[src/sie_defines.svh]
// Register offsets, field positions and reset values of the interrupt enable block.
`ifndef SIE_DEFINES_SVH
`define SIE_DEFINES_SVH

// ==========================================================================
// Register offsets (byte addresses)
`define SIE_OFS_EN_CLR     4'h0
`define SIE_OFS_EN_SET     4'h4
`define SIE_OFS_FLAGS      4'h8
`define SIE_OFS_PENDING    4'hC
`define SIE_ADDR_W         4

// ==========================================================================
// Enable and flag bit positions
`define SIE_BIT_XTAL_RDY        0
`define SIE_BIT_XTAL32K_RDY     1
`define SIE_BIT_RC32K_RDY       2
`define SIE_BIT_RC8M_RDY        3
`define SIE_BIT_FLL_RDY         4
`define SIE_BIT_FLL_OOB         5
`define SIE_BIT_FLL_FINE        6
`define SIE_BIT_FLL_COARSE      7
`define SIE_BIT_FLL_REFSTOP     8
`define SIE_BIT_BOD_RDY         9
`define SIE_BIT_BOD_DET         10
`define SIE_BIT_BOD_SYNC_RDY    11
`define SIE_BIT_PLL_LOCK_RISE   15
`define SIE_BIT_PLL_LOCK_FALL   16
`define SIE_BIT_PLL_LOCK_TO     17

// ==========================================================================
// Widths, masks and reset values
`define SIE_NUM_SRC        18
`define SIE_IMPL_MASK      32'h0003_8FFF
`define SIE_EN_RESET       32'h0000_0000
`define SIE_FLAG_RESET     32'h0000_0000
`define SIE_RDATA_RESET    32'h0000_0000
`define SIE_RESP_OKAY      2'h0
`define SIE_RESP_SLVERR    2'h2
`define SIE_RESP_DECERR    2'h3

`endif

[src/sie_pkg.sv]
// Types shared by the interrupt enable block.
package sie_pkg;

	// ======================================================================
	// Bus sequencer states, Gray coded along idle to answer
	typedef enum logic [1:0] {
		SIE_ST_IDLE = 2'h0,
		SIE_ST_ANSWER = 2'h1
	} sie_bus_state_e;

	// ======================================================================
	// One Avalon-MM request as seen by the slave
	typedef struct packed {
		logic [3:0]  address;
		logic        read;
		logic        write;
		logic [3:0]  byteenable;
		logic [31:0] writedata;
	} sie_avm_req_s;

	// ======================================================================
	// The answer the slave drives back
	typedef struct packed {
		logic        waitrequest;
		logic [31:0] readdata;
		logic [1:0]  response;
	} sie_avm_rsp_s;

endpackage

[src/sie_irq_enable_clear.sv]
// Interrupt enable mask, flags and request logic of the system controller.
`timescale 1ns/1ps
`default_nettype none
`include "sie_defines.svh"

module sie_irq_enable_clear (
	input  wire logic                      clk,
	input  wire logic                      nrst,
	input  wire logic [`SIE_ADDR_W-1:0]    avs_address,
	input  wire logic                      avs_read,
	input  wire logic                      avs_write,
	input  wire logic [3:0]                avs_byteenable,
	input  wire logic [31:0]               avs_writedata,
	output logic                           avs_waitrequest,
	output logic [31:0]                    avs_readdata,
	output logic [1:0]                     avs_response,
	input  wire logic                      write_lock,
	input  wire logic [`SIE_NUM_SRC-1:0]   src_level,
	output logic                           irq
);

	// ======================================================================
	// Reset release
	logic rst_meta_r;
	logic rst_n_r;

	// The release is synchronised so no flop leaves reset on a split edge.
	always_ff @(posedge clk or negedge nrst) begin
		if (!nrst) begin
			rst_meta_r <= 1'b0;
			rst_n_r    <= 1'b0;
		end else begin
			rst_meta_r <= 1'b1;
			rst_n_r    <= rst_meta_r;
		end
	end

	// ======================================================================
	// Request bundle
	sie_pkg::sie_avm_req_s req;

	assign req.address    = avs_address;
	assign req.read       = avs_read;
	assign req.write      = avs_write;
	assign req.byteenable = avs_byteenable;
	assign req.writedata  = avs_writedata;

	// ======================================================================
	// Source event capture
	// Sources live on their own clocks, so each implemented level passes two flops and
	// only the second stage and its delayed copy feed the edge detector.
	logic [31:0] src_meta_r;
	logic [31:0] src_sync_r;
	logic [31:0] src_prev_r;
	logic [31:0] src_rise;

	genvar gi;
	generate
		for (gi = 0; gi < 32; gi = gi + 1) begin : g_src
			if (gi < `SIE_NUM_SRC && ((`SIE_IMPL_MASK >> gi) & 1) != 0) begin : g_impl
				logic meta_r;
				logic sync_r;
				logic prev_r;

				// Only the second stage and its delayed copy are read; the first may still be settling.
				always_ff @(posedge clk or negedge rst_n_r) begin
					if (!rst_n_r) begin
						meta_r <= 1'b0;
						sync_r <= 1'b0;
						prev_r <= 1'b0;
					end else begin
						meta_r <= src_level[gi];
						sync_r <= meta_r;
						prev_r <= sync_r;
					end
				end

				assign src_meta_r[gi] = meta_r;
				assign src_sync_r[gi] = sync_r;
				assign src_prev_r[gi] = prev_r;
				assign src_rise[gi]   = sync_r & ~prev_r;
			end else begin : g_none
				assign src_meta_r[gi] = 1'b0;
				assign src_sync_r[gi] = 1'b0;
				assign src_prev_r[gi] = 1'b0;
				assign src_rise[gi]   = 1'b0;
			end
		end
	endgenerate

	// ======================================================================
	// Bus sequencer
	sie_pkg::sie_bus_state_e state_r;
	sie_pkg::sie_bus_state_e state_nxt;
	sie_pkg::sie_avm_rsp_s   rsp_r;
	sie_pkg::sie_avm_rsp_s   rsp_nxt;
	logic [31:0]             en_r;
	logic [31:0]             flag_r;
	logic                    hit_clr;
	logic                    hit_set;
	logic                    hit_flag;
	logic                    hit_pend;
	logic                    mapped;
	logic                    commit;
	logic [31:0]             lane_mask;
	logic [31:0]             wr_ones;

	always_comb begin
		hit_clr   = (req.address == `SIE_OFS_EN_CLR);
		hit_set   = (req.address == `SIE_OFS_EN_SET);
		hit_flag  = (req.address == `SIE_OFS_FLAGS);
		hit_pend  = (req.address == `SIE_OFS_PENDING);
		mapped    = hit_clr | hit_set | hit_flag | hit_pend;
		lane_mask = {{8{req.byteenable[3]}}, {8{req.byteenable[2]}},
			{8{req.byteenable[1]}}, {8{req.byteenable[0]}}};
		wr_ones   = req.writedata & lane_mask & `SIE_IMPL_MASK;
		// A write takes effect only on the edge that sees waitrequest low.
		commit    = (state_r == sie_pkg::SIE_ST_ANSWER) & req.write & mapped
			& ~write_lock & ~hit_pend;
	end

	always_comb begin
		state_nxt           = state_r;
		rsp_nxt             = rsp_r;
		rsp_nxt.waitrequest = 1'b1;
		unique case (state_r)
			sie_pkg::SIE_ST_IDLE: begin
				if (req.read || req.write) begin
					state_nxt           = sie_pkg::SIE_ST_ANSWER;
					rsp_nxt.waitrequest = 1'b0;
					rsp_nxt.readdata    = `SIE_RDATA_RESET;
					rsp_nxt.response    = `SIE_RESP_OKAY;
					if (!mapped) begin
						rsp_nxt.response = `SIE_RESP_DECERR;
					end else if (req.write && (write_lock || hit_pend)) begin
						rsp_nxt.response = `SIE_RESP_SLVERR;
					end else if (req.read) begin
						if (hit_clr || hit_set) begin
							rsp_nxt.readdata = en_r;
						end else if (hit_flag) begin
							rsp_nxt.readdata = flag_r;
						end else begin
							rsp_nxt.readdata = flag_r & en_r;
						end
					end
				end
			end
			sie_pkg::SIE_ST_ANSWER: begin
				state_nxt = sie_pkg::SIE_ST_IDLE;
			end
			default: begin
				state_nxt = sie_pkg::SIE_ST_IDLE;
			end
		endcase
	end

	always_ff @(posedge clk or negedge rst_n_r) begin
		if (!rst_n_r) begin
			state_r             <= sie_pkg::SIE_ST_IDLE;
			rsp_r.waitrequest   <= 1'b1;
			rsp_r.readdata      <= `SIE_RDATA_RESET;
			rsp_r.response      <= `SIE_RESP_OKAY;
		end else begin
			state_r <= state_nxt;
			rsp_r   <= rsp_nxt;
		end
	end

	// ======================================================================
	// Enable mask
	logic [31:0] en_nxt;
	logic [31:0] clr_hit;
	logic [31:0] set_hit;
	logic        clr_wr;
	logic        set_wr;

	// Each implemented source has its own clear strobe, so a one written to a
	// reserved position can never reach an enable flop.
	always_comb begin
		clr_wr  = commit & hit_clr;
		set_wr  = commit & hit_set;
		clr_hit = 32'h0000_0000;
		clr_hit[`SIE_BIT_XTAL_RDY]      = clr_wr & wr_ones[`SIE_BIT_XTAL_RDY];
		clr_hit[`SIE_BIT_XTAL32K_RDY]   = clr_wr & wr_ones[`SIE_BIT_XTAL32K_RDY];
		clr_hit[`SIE_BIT_RC32K_RDY]     = clr_wr & wr_ones[`SIE_BIT_RC32K_RDY];
		clr_hit[`SIE_BIT_RC8M_RDY]      = clr_wr & wr_ones[`SIE_BIT_RC8M_RDY];
		clr_hit[`SIE_BIT_FLL_RDY]       = clr_wr & wr_ones[`SIE_BIT_FLL_RDY];
		clr_hit[`SIE_BIT_FLL_OOB]       = clr_wr & wr_ones[`SIE_BIT_FLL_OOB];
		clr_hit[`SIE_BIT_FLL_FINE]      = clr_wr & wr_ones[`SIE_BIT_FLL_FINE];
		clr_hit[`SIE_BIT_FLL_COARSE]    = clr_wr & wr_ones[`SIE_BIT_FLL_COARSE];
		clr_hit[`SIE_BIT_FLL_REFSTOP]   = clr_wr & wr_ones[`SIE_BIT_FLL_REFSTOP];
		clr_hit[`SIE_BIT_BOD_RDY]       = clr_wr & wr_ones[`SIE_BIT_BOD_RDY];
		clr_hit[`SIE_BIT_BOD_DET]       = clr_wr & wr_ones[`SIE_BIT_BOD_DET];
		clr_hit[`SIE_BIT_BOD_SYNC_RDY]  = clr_wr & wr_ones[`SIE_BIT_BOD_SYNC_RDY];
		clr_hit[`SIE_BIT_PLL_LOCK_RISE] = clr_wr & wr_ones[`SIE_BIT_PLL_LOCK_RISE];
		clr_hit[`SIE_BIT_PLL_LOCK_FALL] = clr_wr & wr_ones[`SIE_BIT_PLL_LOCK_FALL];
		clr_hit[`SIE_BIT_PLL_LOCK_TO]   = clr_wr & wr_ones[`SIE_BIT_PLL_LOCK_TO];
		set_hit = set_wr ? wr_ones : 32'h0000_0000;
	end

	always_comb begin
		en_nxt = (en_r & ~clr_hit) | set_hit;
	end

	always_ff @(posedge clk or negedge rst_n_r) begin
		if (!rst_n_r) begin
			en_r <= `SIE_EN_RESET;
		end else begin
			en_r <= en_nxt;
		end
	end

	// ======================================================================
	// Interrupt flags
	// A source edge in the same cycle as a write-one clear keeps the flag,
	// so no event is lost to a racing software acknowledge.
	logic [31:0] flag_nxt;

	always_comb begin
		flag_nxt = flag_r;
		if (commit && hit_flag) begin
			flag_nxt = flag_nxt & ~wr_ones;
		end
		flag_nxt = flag_nxt | (src_rise & `SIE_IMPL_MASK);
	end

	always_ff @(posedge clk or negedge rst_n_r) begin
		if (!rst_n_r) begin
			flag_r <= `SIE_FLAG_RESET;
		end else begin
			flag_r <= flag_nxt;
		end
	end

	// ======================================================================
	// Per-source pending view
	// Named terms keep each source traceable through the request tree.
	logic xtal_ready_en;
	logic xtal32k_ready_en;
	logic rc32k_ready_en;
	logic rc8m_ready_en;
	logic fll_ready_en;
	logic fll_out_of_bounds_en;
	logic fll_fine_lock_en;
	logic fll_coarse_lock_en;
	logic fll_ref_clock_stopped_en;
	logic brownout_ready_en;
	logic brownout_detect_en;
	logic brownout_sync_ready_en;
	logic pll_lock_rise_en;
	logic pll_lock_fall_en;
	logic pll_lock_timeout_en;
	logic pend_xtal_ready;
	logic pend_xtal32k_ready;
	logic pend_rc32k_ready;
	logic pend_rc8m_ready;
	logic pend_fll_ready;
	logic pend_fll_out_of_bounds;
	logic pend_fll_fine_lock;
	logic pend_fll_coarse_lock;
	logic pend_fll_ref_clock_stopped;
	logic pend_brownout_ready;
	logic pend_brownout_detect;
	logic pend_brownout_sync_ready;
	logic pend_pll_lock_rise;
	logic pend_pll_lock_fall;
	logic pend_pll_lock_timeout;

	assign xtal_ready_en            = en_r[`SIE_BIT_XTAL_RDY];
	assign xtal32k_ready_en         = en_r[`SIE_BIT_XTAL32K_RDY];
	assign rc32k_ready_en           = en_r[`SIE_BIT_RC32K_RDY];
	assign rc8m_ready_en            = en_r[`SIE_BIT_RC8M_RDY];
	assign fll_ready_en             = en_r[`SIE_BIT_FLL_RDY];
	assign fll_out_of_bounds_en     = en_r[`SIE_BIT_FLL_OOB];
	assign fll_fine_lock_en         = en_r[`SIE_BIT_FLL_FINE];
	assign fll_coarse_lock_en       = en_r[`SIE_BIT_FLL_COARSE];
	assign fll_ref_clock_stopped_en = en_r[`SIE_BIT_FLL_REFSTOP];
	assign brownout_ready_en        = en_r[`SIE_BIT_BOD_RDY];
	assign brownout_detect_en       = en_r[`SIE_BIT_BOD_DET];
	assign brownout_sync_ready_en   = en_r[`SIE_BIT_BOD_SYNC_RDY];
	assign pll_lock_rise_en         = en_r[`SIE_BIT_PLL_LOCK_RISE];
	assign pll_lock_fall_en         = en_r[`SIE_BIT_PLL_LOCK_FALL];
	assign pll_lock_timeout_en      = en_r[`SIE_BIT_PLL_LOCK_TO];

	assign pend_xtal_ready            = xtal_ready_en & flag_r[`SIE_BIT_XTAL_RDY];
	assign pend_xtal32k_ready         = xtal32k_ready_en & flag_r[`SIE_BIT_XTAL32K_RDY];
	assign pend_rc32k_ready           = rc32k_ready_en & flag_r[`SIE_BIT_RC32K_RDY];
	assign pend_rc8m_ready            = rc8m_ready_en & flag_r[`SIE_BIT_RC8M_RDY];
	assign pend_fll_ready             = fll_ready_en & flag_r[`SIE_BIT_FLL_RDY];
	assign pend_fll_out_of_bounds     = fll_out_of_bounds_en & flag_r[`SIE_BIT_FLL_OOB];
	assign pend_fll_fine_lock         = fll_fine_lock_en & flag_r[`SIE_BIT_FLL_FINE];
	assign pend_fll_coarse_lock       = fll_coarse_lock_en & flag_r[`SIE_BIT_FLL_COARSE];
	assign pend_fll_ref_clock_stopped = fll_ref_clock_stopped_en & flag_r[`SIE_BIT_FLL_REFSTOP];
	assign pend_brownout_ready        = brownout_ready_en & flag_r[`SIE_BIT_BOD_RDY];
	assign pend_brownout_detect       = brownout_detect_en & flag_r[`SIE_BIT_BOD_DET];
	assign pend_brownout_sync_ready   = brownout_sync_ready_en & flag_r[`SIE_BIT_BOD_SYNC_RDY];
	assign pend_pll_lock_rise         = pll_lock_rise_en & flag_r[`SIE_BIT_PLL_LOCK_RISE];
	assign pend_pll_lock_fall         = pll_lock_fall_en & flag_r[`SIE_BIT_PLL_LOCK_FALL];
	assign pend_pll_lock_timeout      = pll_lock_timeout_en & flag_r[`SIE_BIT_PLL_LOCK_TO];

	// ======================================================================
	// Interrupt request
	logic irq_r;
	logic irq_nxt;

	always_comb begin
		irq_nxt = pend_xtal_ready
			| pend_xtal32k_ready
			| pend_rc32k_ready
			| pend_rc8m_ready
			| pend_fll_ready
			| pend_fll_out_of_bounds
			| pend_fll_fine_lock
			| pend_fll_coarse_lock
			| pend_fll_ref_clock_stopped
			| pend_brownout_ready
			| pend_brownout_detect
			| pend_brownout_sync_ready
			| pend_pll_lock_rise
			| pend_pll_lock_fall
			| pend_pll_lock_timeout;
	end

	always_ff @(posedge clk or negedge rst_n_r) begin
		if (!rst_n_r) begin
			irq_r <= 1'b0;
		end else begin
			irq_r <= irq_nxt;
		end
	end

	// ======================================================================
	// Outputs
	assign avs_waitrequest = rsp_r.waitrequest;
	assign avs_readdata    = rsp_r.readdata;
	assign avs_response    = rsp_r.response;
	assign irq             = irq_r;

endmodule // sie_irq_enable_clear
`default_nettype wire

[config.mk]
export PLATFORM = sky130hd
export DESIGN_NAME = sie_irq_enable_clear
export DESIGN_NICKNAME = d
export VERILOG_FILES = /design/src/sie_pkg.sv /design/src/sie_irq_enable_clear.sv
export VERILOG_INCLUDE_DIRS = /design/src
export SDC_FILE = /design/constraint.sdc
export NUM_CORES = 1
export LEC_CHECK = 0
export BUFFER_PORTS_ARGS = -buffer_cell sky130_fd_sc_hd__buf_2
export CAP_MARGIN = 40
export CORE_MARGIN = 8
export CORE_UTILIZATION = 25
export CTS_CLUSTER_DIAMETER = 120
export DETAILED_ROUTE_END_ITERATION = 8
export GPL_TIMING_DRIVEN = 0
export HOLD_SLACK_MARGIN = 0.03
export PLACE_DENSITY_LB_ADDON = 0.1
export REMOVE_ABC_BUFFERS = 1
export SYNTH_ARGS = -nofsm -noshare
export SYNTH_HDL_FRONTEND = slang
export SYNTH_SLANG_ARGS = --single-unit
[constraint.sdc]
create_clock -name clk -period 3.4 [get_ports clk]
set_input_delay 0 -clock clk [delete_from_list [all_inputs] [get_ports clk]]
set_output_delay 0 -clock clk [all_outputs]
set_load 0.005 [all_outputs]
==> results of run 1 <==
==> repair_timing <==
action	4_1_cts	5_1_grt
hold endpoints to repair	39	0
hold buffers	36	0
gates resized for setup	0	0
==> stage by stage <==
| stage | cell area [um^2] | std cells | total power [mW] | hold WS [ps] |
|---|---|---|---|---|
| 6_report | 4638 | 571 | 2.363 | 45.45 |
| 5_1_grt | 4638 | 571 | 2.503 | 79.92 |
| 4_1_cts | 4638 | 571 | 2.415 | 40.74 |
| 3_5_place_dp | 4029 | 520 | 1.464 | -213.3 |
| 3_3_place_gp | 3931 | 516 | 1.445 | -214.1 |
| 2_1_floorplan | 3406 | 276 | 1.356 | -295.6 |
==> critical path: stages, from the launching register on <==
cell and delay [ps]:
dfrtp_1 350, nand3b_1 540, or3b_1 830, o21ai_0 250
==> area by class of cell <==
class | count | area [um^2]
tap | 180 | 225.2
clock inverter | 1 | 5.005
clock buffer | 14 | 244.0
inverter | 17 | 63.81
sequential | 97 | 2432
multi-input combinational | 162 | 925.9
fill | 1449 | 9243
timing repair buffer | 100 | 742.0
==> where the power goes <==
part | internal, mW | switching [mW]
clock network | 0.492 | 0.402
logic | 0.104 | 0.108
registers | 1.22 | 0.0408
total | 1.81 | 0.551
==> logic make-up after synthesis <==
logic type,count (synthesis)
DFF,97
other,2
buffers and inverters,48
AOI/OAI and AO/OA,102
and+or+nand+nor,42
==> final timing paths <==
kind	start	to	slack [ps]
setup reg to reg	state_r[0]	en_r[4]	1340
max in group asynchronous	rst_n_r	avs_readdata[0]	2360
hold reg to reg	g_src[11].g_impl.meta_r	g_src[11].g_impl.sync_r	340
min in group asynchronous	rst_n_r	g_src[3].g_impl.meta_r	350
hold / removal	avs_byteenable[2]	en_r[17]	50
setup / recovery	state_r[0]	en_r[4]	1340
==> registers in the layout, summed over array words and instances (netlist names) <==
signal and flops:
state_r 1, irq 1, avs_response 2, g_src.g_impl.prev_r 15
avs_waitrequest 1, g_src.g_impl.meta_r 15, avs_readdata 15, g_src.g_impl.sync_r 15
rst_meta_r 1, rst_n_r 1, en_r 15, flag_r 15
==> Yosys cell counts (2+ instances only) <==
master	n
o21ai_0	32
conb_1	2
buf_4	17
o21ai_1	14
o31ai_1	30
a22oi_1	4
inv_1	17
clkbuf_1	7
o22ai_1	15
dfrtp_1	96
buf_1	2
nand2_1	31
buf_2	4
==> layer usage <==
layer | part of all wire | vias to the layer above | wire (um)
li1 | - | 1186 | -
met1 | 0.44 | 1222 | 3874
met2 | 0.48 | 53 | 4181
met3 | 0.063 | 12 | 546
met4 | 0.015 | 0 | 132
met5 | 0 | - | 0
==> flow_summary_export.csv, run 1 <==
group,metric,value,unit
clocking,clock-sinks,97,
synthesis,netlist.area_leader.share,0.6789,
sta,fin_crit,2063,ps
sta,rsz0062_at_grt,"false",
synthesis,synth-simple-area-share,0.05976,
global_routing,antenna_found_initial,0,
floorplanning,die_w,135.0,um
synthesis,syn_avg_cell_area,12.16,um^2
sta,max_slew_margin,0.4803,
global_routing,grt_use_met1,0.1284,
global_routing,use_met2,0.1592,
clocking,clk_path_buf_depth,2,
clocking,clock_latency,340,ps
synthesis,synth_compound_area_frac,0.1793,
synthesis,synthDistinctLibCells,33,
clocking,cts_setup_buffers,0,
detailed_routing,drt_pass1_iterations,5,
sta,period_share,0.6067,
clocking,clock-root-buffer,"clkbuf_16",
pwr,p_leak,2.065,nW
synthesis,yosys.area.top_type,"dfrtp_1",
synthesis,synth_area,0.003538,mm^2
synthesis,ys_ff_latch,97,
worst_setup_path,startpoint_type,"flop",
worst_setup_path,crit_fanout,15,
placement,place_ws,1333,ps
sta,hold_violations,0,
synthesis,muxShareOfSynthArea,0,
sta,clock.fmax,484.8,MHz
worst_hold_path,hold_path_depth,4,
cells_and_area,final_nets,450,
synthesis,synthAdderAreaFrac,0,
detailed_routing,first_iter_violations,202,
synthesis,synth-xor-area-share,0,
detailed_routing,viasPerCell,4.331,
floorplanning,pin_count,99,
floorplanning,core,0.01388,mm^2
clocking,cts_buffers,9,
floorplanning,fp-row-count,43,
synthesis,synth.area.top_cells,"dfrtp_1 (68%), o31ai_1 (6.4%), o21ai_0 (4.5%)",
pwr,vdd_drop_max,0.0001914,V
detailed_routing,vias,2473,
placement,port_buffers,60,
detailed_routing,ant_nets,0,
worst_setup_path,worstSetupPathType,"flop to flop",
global_routing,grt.overflow.total,0,
floorplanning,die_y,135.0,um
global_routing,grt_max_degree,51,
synthesis,synth_edf_count,0,
worst_setup_path,crit_path_end_kind,"flop",
cells_and_area,final_common_cell,"dfrtp_1",
sta,timing.setup.tns,0,ps
global_routing,grt_pass1_vias,2614,
floorplanning,initial_core_util,0.2549,
floorplanning,die-area,0.01822,mm^2
cells_and_area,final_util,0.3341,
worst_hold_path,hp-class,"input pin to flop",
synthesis,yosysSeqAreaShare,0.6864,
detailed_routing,drc_errors,0,
detailed_routing,wl_per_cell,15.30,um
detailed_routing,totalWireLength,8.734,mm
global_routing,track_usage,0.1035,
synthesis,yosys_warnings,0,
sta,final_max_slew_viol_count,0,
sta,tightest_slew,777.2,ps
global_routing,gr-max-usage-layer,"met2",
cells_and_area,drive_gt1_frac,0.2020,
synthesis,synth_top_family_by_area,"compound AO/OA/AOI/OAI gates",
synthesis,async_flop_share,1.000,
sta,setup_slack,1337,ps
clocking,clkTransAtPathRegs,60,ps
global_routing,grt_pass1_wl,14.33,mm
sta,finalClockSkew,6.702,ps
synthesis,yosys_most_used_dff,"dfrtp_1",
cells_and_area,antenna_cells,0,
placement,dp_hpwl,5.856,mm
placement,place.gp.congestion,0.6986,
worst_setup_path,cp.arrival,2320,ps
global_routing,grt_util_met3,0.03566,
clocking,cts_tree,"yes",
sta,setup_violations,0,
worst_setup_path,worstPathRequired,3650,ps
synthesis,syn_inst,291,
run,drv_cap,0,
worst_setup_path,r2r_cells,3,
cells_and_area,syn_to_final_growth,31.08,%
outcome,outcome,"finished, final reports clean",
pwr,power_density,509.5,mW/mm^2
clocking,htree_levels,3,
cells_and_area,most-common-layout-cells,"dfrtp_1 (95), buf_2 (60), dlygate4sd3_1 (36)",
Note: power is estimated with default switching activity, not from simulation.
==> run 2: changes to the inputs <==
==> constraint.sdc (replaced) <==
create_clock -name clk -period 1.7 [get_ports clk]
set_input_delay 0 -clock clk [delete_from_list [all_inputs] [get_ports clk]]
set_output_delay 0 -clock clk [all_outputs]
set_load 0.005 [all_outputs]
==> flow_summary_export.csv, run 2 (synthesized netlist as in run 1, its figures left out) <==
group,metric,value,unit
outcome,outcome,"finished, final reports clean",
floorplanning,pin_count,99,
sta,final_max_slew_viol_count,0,
floorplanning,initial_core_util,0.2549,
floorplanning,core,0.01388,mm^2
sta,whs,42.12,ps
global_routing,track_usage,0.1037,
placement,place.gp.congestion,0.6986,
sta,rsz0062_at_grt,"false",
worst_setup_path,worstSetupPathType,"flop to flop",
clocking,clock-root-buffer,"clkbuf_16",
worst_setup_path,cp.arrival,1700,ps
sta,clock.fmax,686.9,MHz
pwr,power_density,1016,mW/mm^2
worst_hold_path,hp-class,"input pin to flop",
placement,dp_hpwl,5.856,mm
placement,dp.cells,520,
floorplanning,fp-row-count,43,
sta,fin_crit,1456,ps
pwr,total_power,4.729,mW
sta,period_share,0.8563,
cells_and_area,stdcell_area,0.004656,mm^2
sta,finalClockSkew,7.420,ps
clocking,clock_latency,340,ps
global_routing,grt_max_degree,51,
detailed_routing,first_iter_violations,198,
pwr,power.switching,1.100,mW
worst_setup_path,startpoint_type,"flop",
pwr,p_seq_frac,0.531,
clocking,clk_path_buf_depth,2,
floorplanning,die_y,135.0,um
global_routing,antenna_found_initial,0,
detailed_routing,wl_per_cell,15.17,um
global_routing,grt_pass1_wl,14.35,mm
sta,setup_violations,0,
worst_setup_path,crit_start,"state_r[0]",
cells_and_area,final_nets,452,
pwr,switching_share,0.2327,
cells_and_area,antenna_cells,0,
run,drv_cap,0,
detailed_routing,drt_pass1_iterations,4,
pwr,p_int,3.628,mW
placement,place_area,0.004029,mm^2
sta,hold_violations,0,
worst_setup_path,worstPathRequired,1940,ps
clocking,htree_levels,3,
detailed_routing,totalWireLength,8.692,mm
cells_and_area,syn_to_final_growth,31.58,%
placement,port_buffers,60,
detailed_routing,vias,2494,
detailed_routing,viasPerCell,4.353,
sta,tightest_slew,708.2,ps
pwr,combPwrFrac,0.090,
worst_setup_path,crit_fanout,15,
detailed_routing,drc_errors,0,
sta,max_slew_margin,0.5264,
cells_and_area,final_common_cell,"dfrtp_1",
pwr,vdd_drop_max,0.0003824,V
global_routing,grt.overflow.total,0,
clocking,clkTransAtPathRegs,60,ps
worst_setup_path,r2r-start,"state_r[0]",
cells_and_area,n_fill_cell,1452,
floorplanning,die-area,0.01822,mm^2
worst_hold_path,hold_path_startpoint,"avs_byteenable[2]",
pwr,p_clk_frac,0.378,
floorplanning,die_w,135.0,um
worst_setup_path,critical_path.cell_chain,"nand4b_1 > o21ai_0",
clocking,cts_tree,"yes",
worst_setup_path,slowest_delay,610,ps
detailed_routing,ant_nets,0,
cells_and_area,drive_gt1_frac,0.2087,
clocking,cts_buffers,9,
pwr,p_leak,2.075,nW
global_routing,grt_pass1_vias,2627,
clocking,clock-sinks,97,
worst_setup_path,cp_slowest_cell,"nand4b_1",
worst_setup_path,crit_path_end_kind,"flop",
cells_and_area,stdcell_count,573,
cells_and_area,most-common-layout-cells,"dfrtp_1 (95), buf_2 (60), dlygate4sd3_1 (36)",
-- run 2: path summary, 6_finish.rpt --
check,slack (ps),cells after the start,end
setup / recovery,240,2,avs_readdata[9]
max in group asynchronous,660,1,avs_readdata[11]
hold / removal,40,4,en_r[17]
setup reg to reg,240,2,avs_readdata[9]
min in group asynchronous,350,0,g_src[3].g_impl.meta_r
hold reg to reg,340,0,g_src[11].g_impl.sync_r
-- run 2: cell type report --
class                      count  area [um^2]  area share
sequential                    97         2432      0.5224
multi-input combinational    162        928.4      0.1994
timing repair buffer         102        757.0      0.1626
clock buffer                  14        244.0     0.05241
tap                          180        225.2     0.04837
inverter                      17        63.81     0.01371
clock inverter                 1        5.005    0.001075
-- run 2: power by group through the flow --
stage	registers, mW	clock network (mW)	logic (mW)
floorplan	2.55	0	0.159
global placement	2.58	0	0.311
detailed placement	2.56	0	0.368
CTS	2.52	1.88	0.436
global route	2.53	2.00	0.483
finish	2.51	1.79	0.427
-- run 2: repair_timing --
action,4_1_cts,5_1_grt
buffers inserted,2,0
hold buffers,36,0
endpoints found under the hold margin,39,0
setup endpoints to repair,24,0
resized for setup,1,0
-- run 2: layer usage --
layer  vias to the layer above  wire length, um  track usage
met1                      1229             3774       0.1275
met5                         -                0            0
met3                        12              615      0.03566
met4                         0              142      0.04627
met2                        62             4160       0.1609
li1                       1191                -            -
-- run 2: critical path, delay by kind of cell, from the launching register on --
kind             cells  cell delay, ps
AND/OR/NAND/NOR      1             610
AO/OA/AOI/OAI        1             370
flip-flops           1             380
-- run 2: per-stage QoR --
| stage | util | worst slack, ps | TNS [ps] |
|---|---|---|---|
| after floorplan | - | -1200 | -115180 |
| after global placement | 0.2832 | -2543 | -263510 |
| after detailed placement | 0.2902 | -366.9 | -4846 |
| after CTS | 0.3354 | 170.0 | 0 |
| after global routing | 0.3354 | 54.43 | 0 |
| final | 0.3354 | 244.3 | 0 |
==> run 3: changes to the inputs <==
--- a/config.mk
+++ b/config.mk
@@ -12,7 +12,7 @@
 export CORE_UTILIZATION = 25
 export CTS_CLUSTER_DIAMETER = 120
 export DETAILED_ROUTE_END_ITERATION = 8
-export GPL_TIMING_DRIVEN = 0
+export GPL_TIMING_DRIVEN = 1
 export HOLD_SLACK_MARGIN = 0.03
 export PLACE_DENSITY_LB_ADDON = 0.1
 export REMOVE_ABC_BUFFERS = 1
==> flow_summary_export.csv, run 3 (synthesized netlist as in run 1, its figures left out) <==
group,metric,value,unit
detailed_routing,drc_errors,0,
worst_setup_path,worstSetupPathType,"input pin to flop",
global_routing,grt_max_degree,49,
clocking,cts_setup_buffers,0,
worst_hold_path,holdPathEnd,"flag_r[17]",
floorplanning,die-area,0.01822,mm^2
pwr,power_density,1014,mW/mm^2
pwr,p_int,3.627,mW
worst_setup_path,r2r-end,"avs_response[1]",
detailed_routing,totalWireLength,8.779,mm
pwr,vdd_drop_max,0.0003534,V
worst_setup_path,crit_path_end_kind,"flop",
clocking,clk_path_buf_depth,2,
floorplanning,die_w,135.0,um
cells_and_area,n_fill_cell,1452,
sta,clock.fmax,627.9,MHz
sta,whs,54.29,ps
placement,port_buffers,60,
clocking,cts_tree,"yes",
floorplanning,initial_core_util,0.2549,
worst_setup_path,startpoint_type,"input pin",
outcome,outcome,"finished, final reports clean",
clocking,clock-sinks,97,
global_routing,grt_pass1_vias,2746,
clocking,cts_buffers,9,
sta,setup_violations,0,
worst_setup_path,worstPathRequired,1910,ps
worst_hold_path,hold_path_depth,4,
cells_and_area,drive_gt1_frac,0.2200,
global_routing,antenna_found_initial,0,
pwr,switching_share,0.2354,
detailed_routing,viasPerCell,4.321,
global_routing,grt.overflow.total,0,
worst_setup_path,critPathBufInv,3,
pwr,power.switching,1.117,mW
sta,hold_violations,0,
worst_setup_path,r2r-start,"state_r[0]",
clocking,clock_latency,340,ps
pwr,p_leak,2.093,nW
pwr,p_clk_frac,0.380,
detailed_routing,ant_nets,0,
detailed_routing,first_iter_violations,137,
detailed_routing,wl_per_cell,15.14,um
worst_hold_path,hold_path_startpoint,"avs_byteenable[2]",
cells_and_area,most-common-layout-cells,"dfrtp_1 (95), buf_2 (60), dlygate4sd3_1 (38)",
sta,final_max_slew_viol_count,0,
detailed_routing,dr_wl_met2,4.165,mm
cells_and_area,stdcell_count,580,
sta,finalClockSkew,5.556,ps
cells_and_area,multi_input_comb_area,918.4,um^2
detailed_routing,met1Wirelength,3.922,mm
worst_setup_path,r2r_cells,5,
sta,rsz0062_at_grt,"false",
detailed_routing,routed.top_layer,"met4",
placement,dp.cells,526,
placement,place.gp.congestion,0.7057,
floorplanning,core,0.01388,mm^2
clocking,htree_levels,3,
worst_setup_path,slowest_delay,540,ps
cells_and_area,antenna_cells,0,
placement,place_area,0.004035,mm^2
sta,tightest_slew,572.8,ps
worst_setup_path,cp_slowest_cell,"dlygate4sd3_1",
cells_and_area,seq_area,0.002432,mm^2
detailed_routing,vias,2506,
sta,fin_crit,1593,ps
global_routing,grt_pass1_wl,14.49,mm
worst_setup_path,critical_path.cell_chain,"dlygate4sd3_1 > buf_2 > or4b_1 > buf_4 > o31ai_1 > o21ai_0",
sta,timing.setup.tns,0,ps
global_routing,track_usage,0.1039,
cells_and_area,final_common_cell,"dfrtp_1",
cells_and_area,final_nets,458,
worst_setup_path,regToRegSetupSlack,140,ps
detailed_routing,drt_pass1_iterations,4,
floorplanning,fp-row-count,43,
worst_setup_path,cp.arrival,1800,ps
cells_and_area,stdcell_area,0.004677,mm^2
worst_setup_path,cp_top_family,"buffers and inverters",
clocking,clkTransAtPathRegs,60,ps
detailed_routing,wl_met3,473,um
sta,max_slew_margin,0.6181,
cells_and_area,final_util,0.3369,
pwr,p_seq_frac,0.527,
worst_setup_path,crit_fanout,15,
floorplanning,die_y,135.0,um
cells_and_area,syn_to_final_growth,32.18,%
clocking,clock-root-buffer,"clkbuf_16",
run,drv_cap,0,
floorplanning,pin_count,99,
sta,period_share,0.9369,
worst_hold_path,hp-class,"input pin to flop",
pwr,combPwrFrac,0.093,
placement,dp_hpwl,5.859,mm
==> run 3: through the flow <==
step	power (mW)	setup slack, ps
2_1_floorplan	2.713	-1200
5_1_grt	5.007	14.98
4_1_cts	4.854	96.28
3_3_place_gp	2.918	279.1
6_report	4.744	107.3
3_5_place_dp	2.924	232.3
==> run 3: per-layer routing <==
metal  vias up  global-route usage
met5         -                   0
li1       1209                   -
met1      1233              0.1260
met4         0             0.05922
met3        13             0.02712
met2        51              0.1642
==> run 3: repair_timing <==
item                                    in CTS  in global routing
endpoints found under the hold margin       41                  0
endpoints found under the setup margin       0                  1
gates resized for setup                      0                  1
hold buffers                                38                  0
==> run 3: worst max-delay path by stage <==
stage / slack (ps) / cells past startpoint / from / endpoint
6_report: 110 / 6 / avs_address[0] / flag_r[2]
5_1_grt: 10 / 6 / avs_address[0] / flag_r[2]
4_1_cts: 100 / 6 / avs_address[0] / flag_r[2]
3_5_place_dp: 230 / 3 / state_r[0] / en_r[8]
3_3_place_gp: 280 / 3 / state_r[0] / en_r[4]
2_1_floorplan: -1200 / 0 / rst_n_r / avs_readdata[0]
==> run 3: cell type report <==
class | count | share of cell area
multi-input combinational | 162 | 0.1964
sequential | 97 | 0.5201
timing repair buffer | 108 | 0.1669
inverter | 17 | 0.01364
tap | 180 | 0.04815
clock buffer | 12 | 0.05056
clock inverter | 4 | 0.004280
==> run 3: tightest hold or removal path: cells and delay by family <==
| kind | cells | cell delay, ps |
|---|---|---|
| AO/OA/AOI/OAI | 2 | 140 |
| AND/OR/NAND/NOR | 1 | 110 |
| buffers and inverters | 1 | 100 |
==> run 3: power groups by stage <==
stage               Clock (mW)  Sequential (mW)  Combinational, mW
detailed placement           0             2.54              0.380
global route              1.99             2.51              0.502
CTS                       1.90             2.50              0.451
floorplan                    0             2.55              0.159
finish                    1.80             2.50              0.441
global placement             0             2.54              0.377
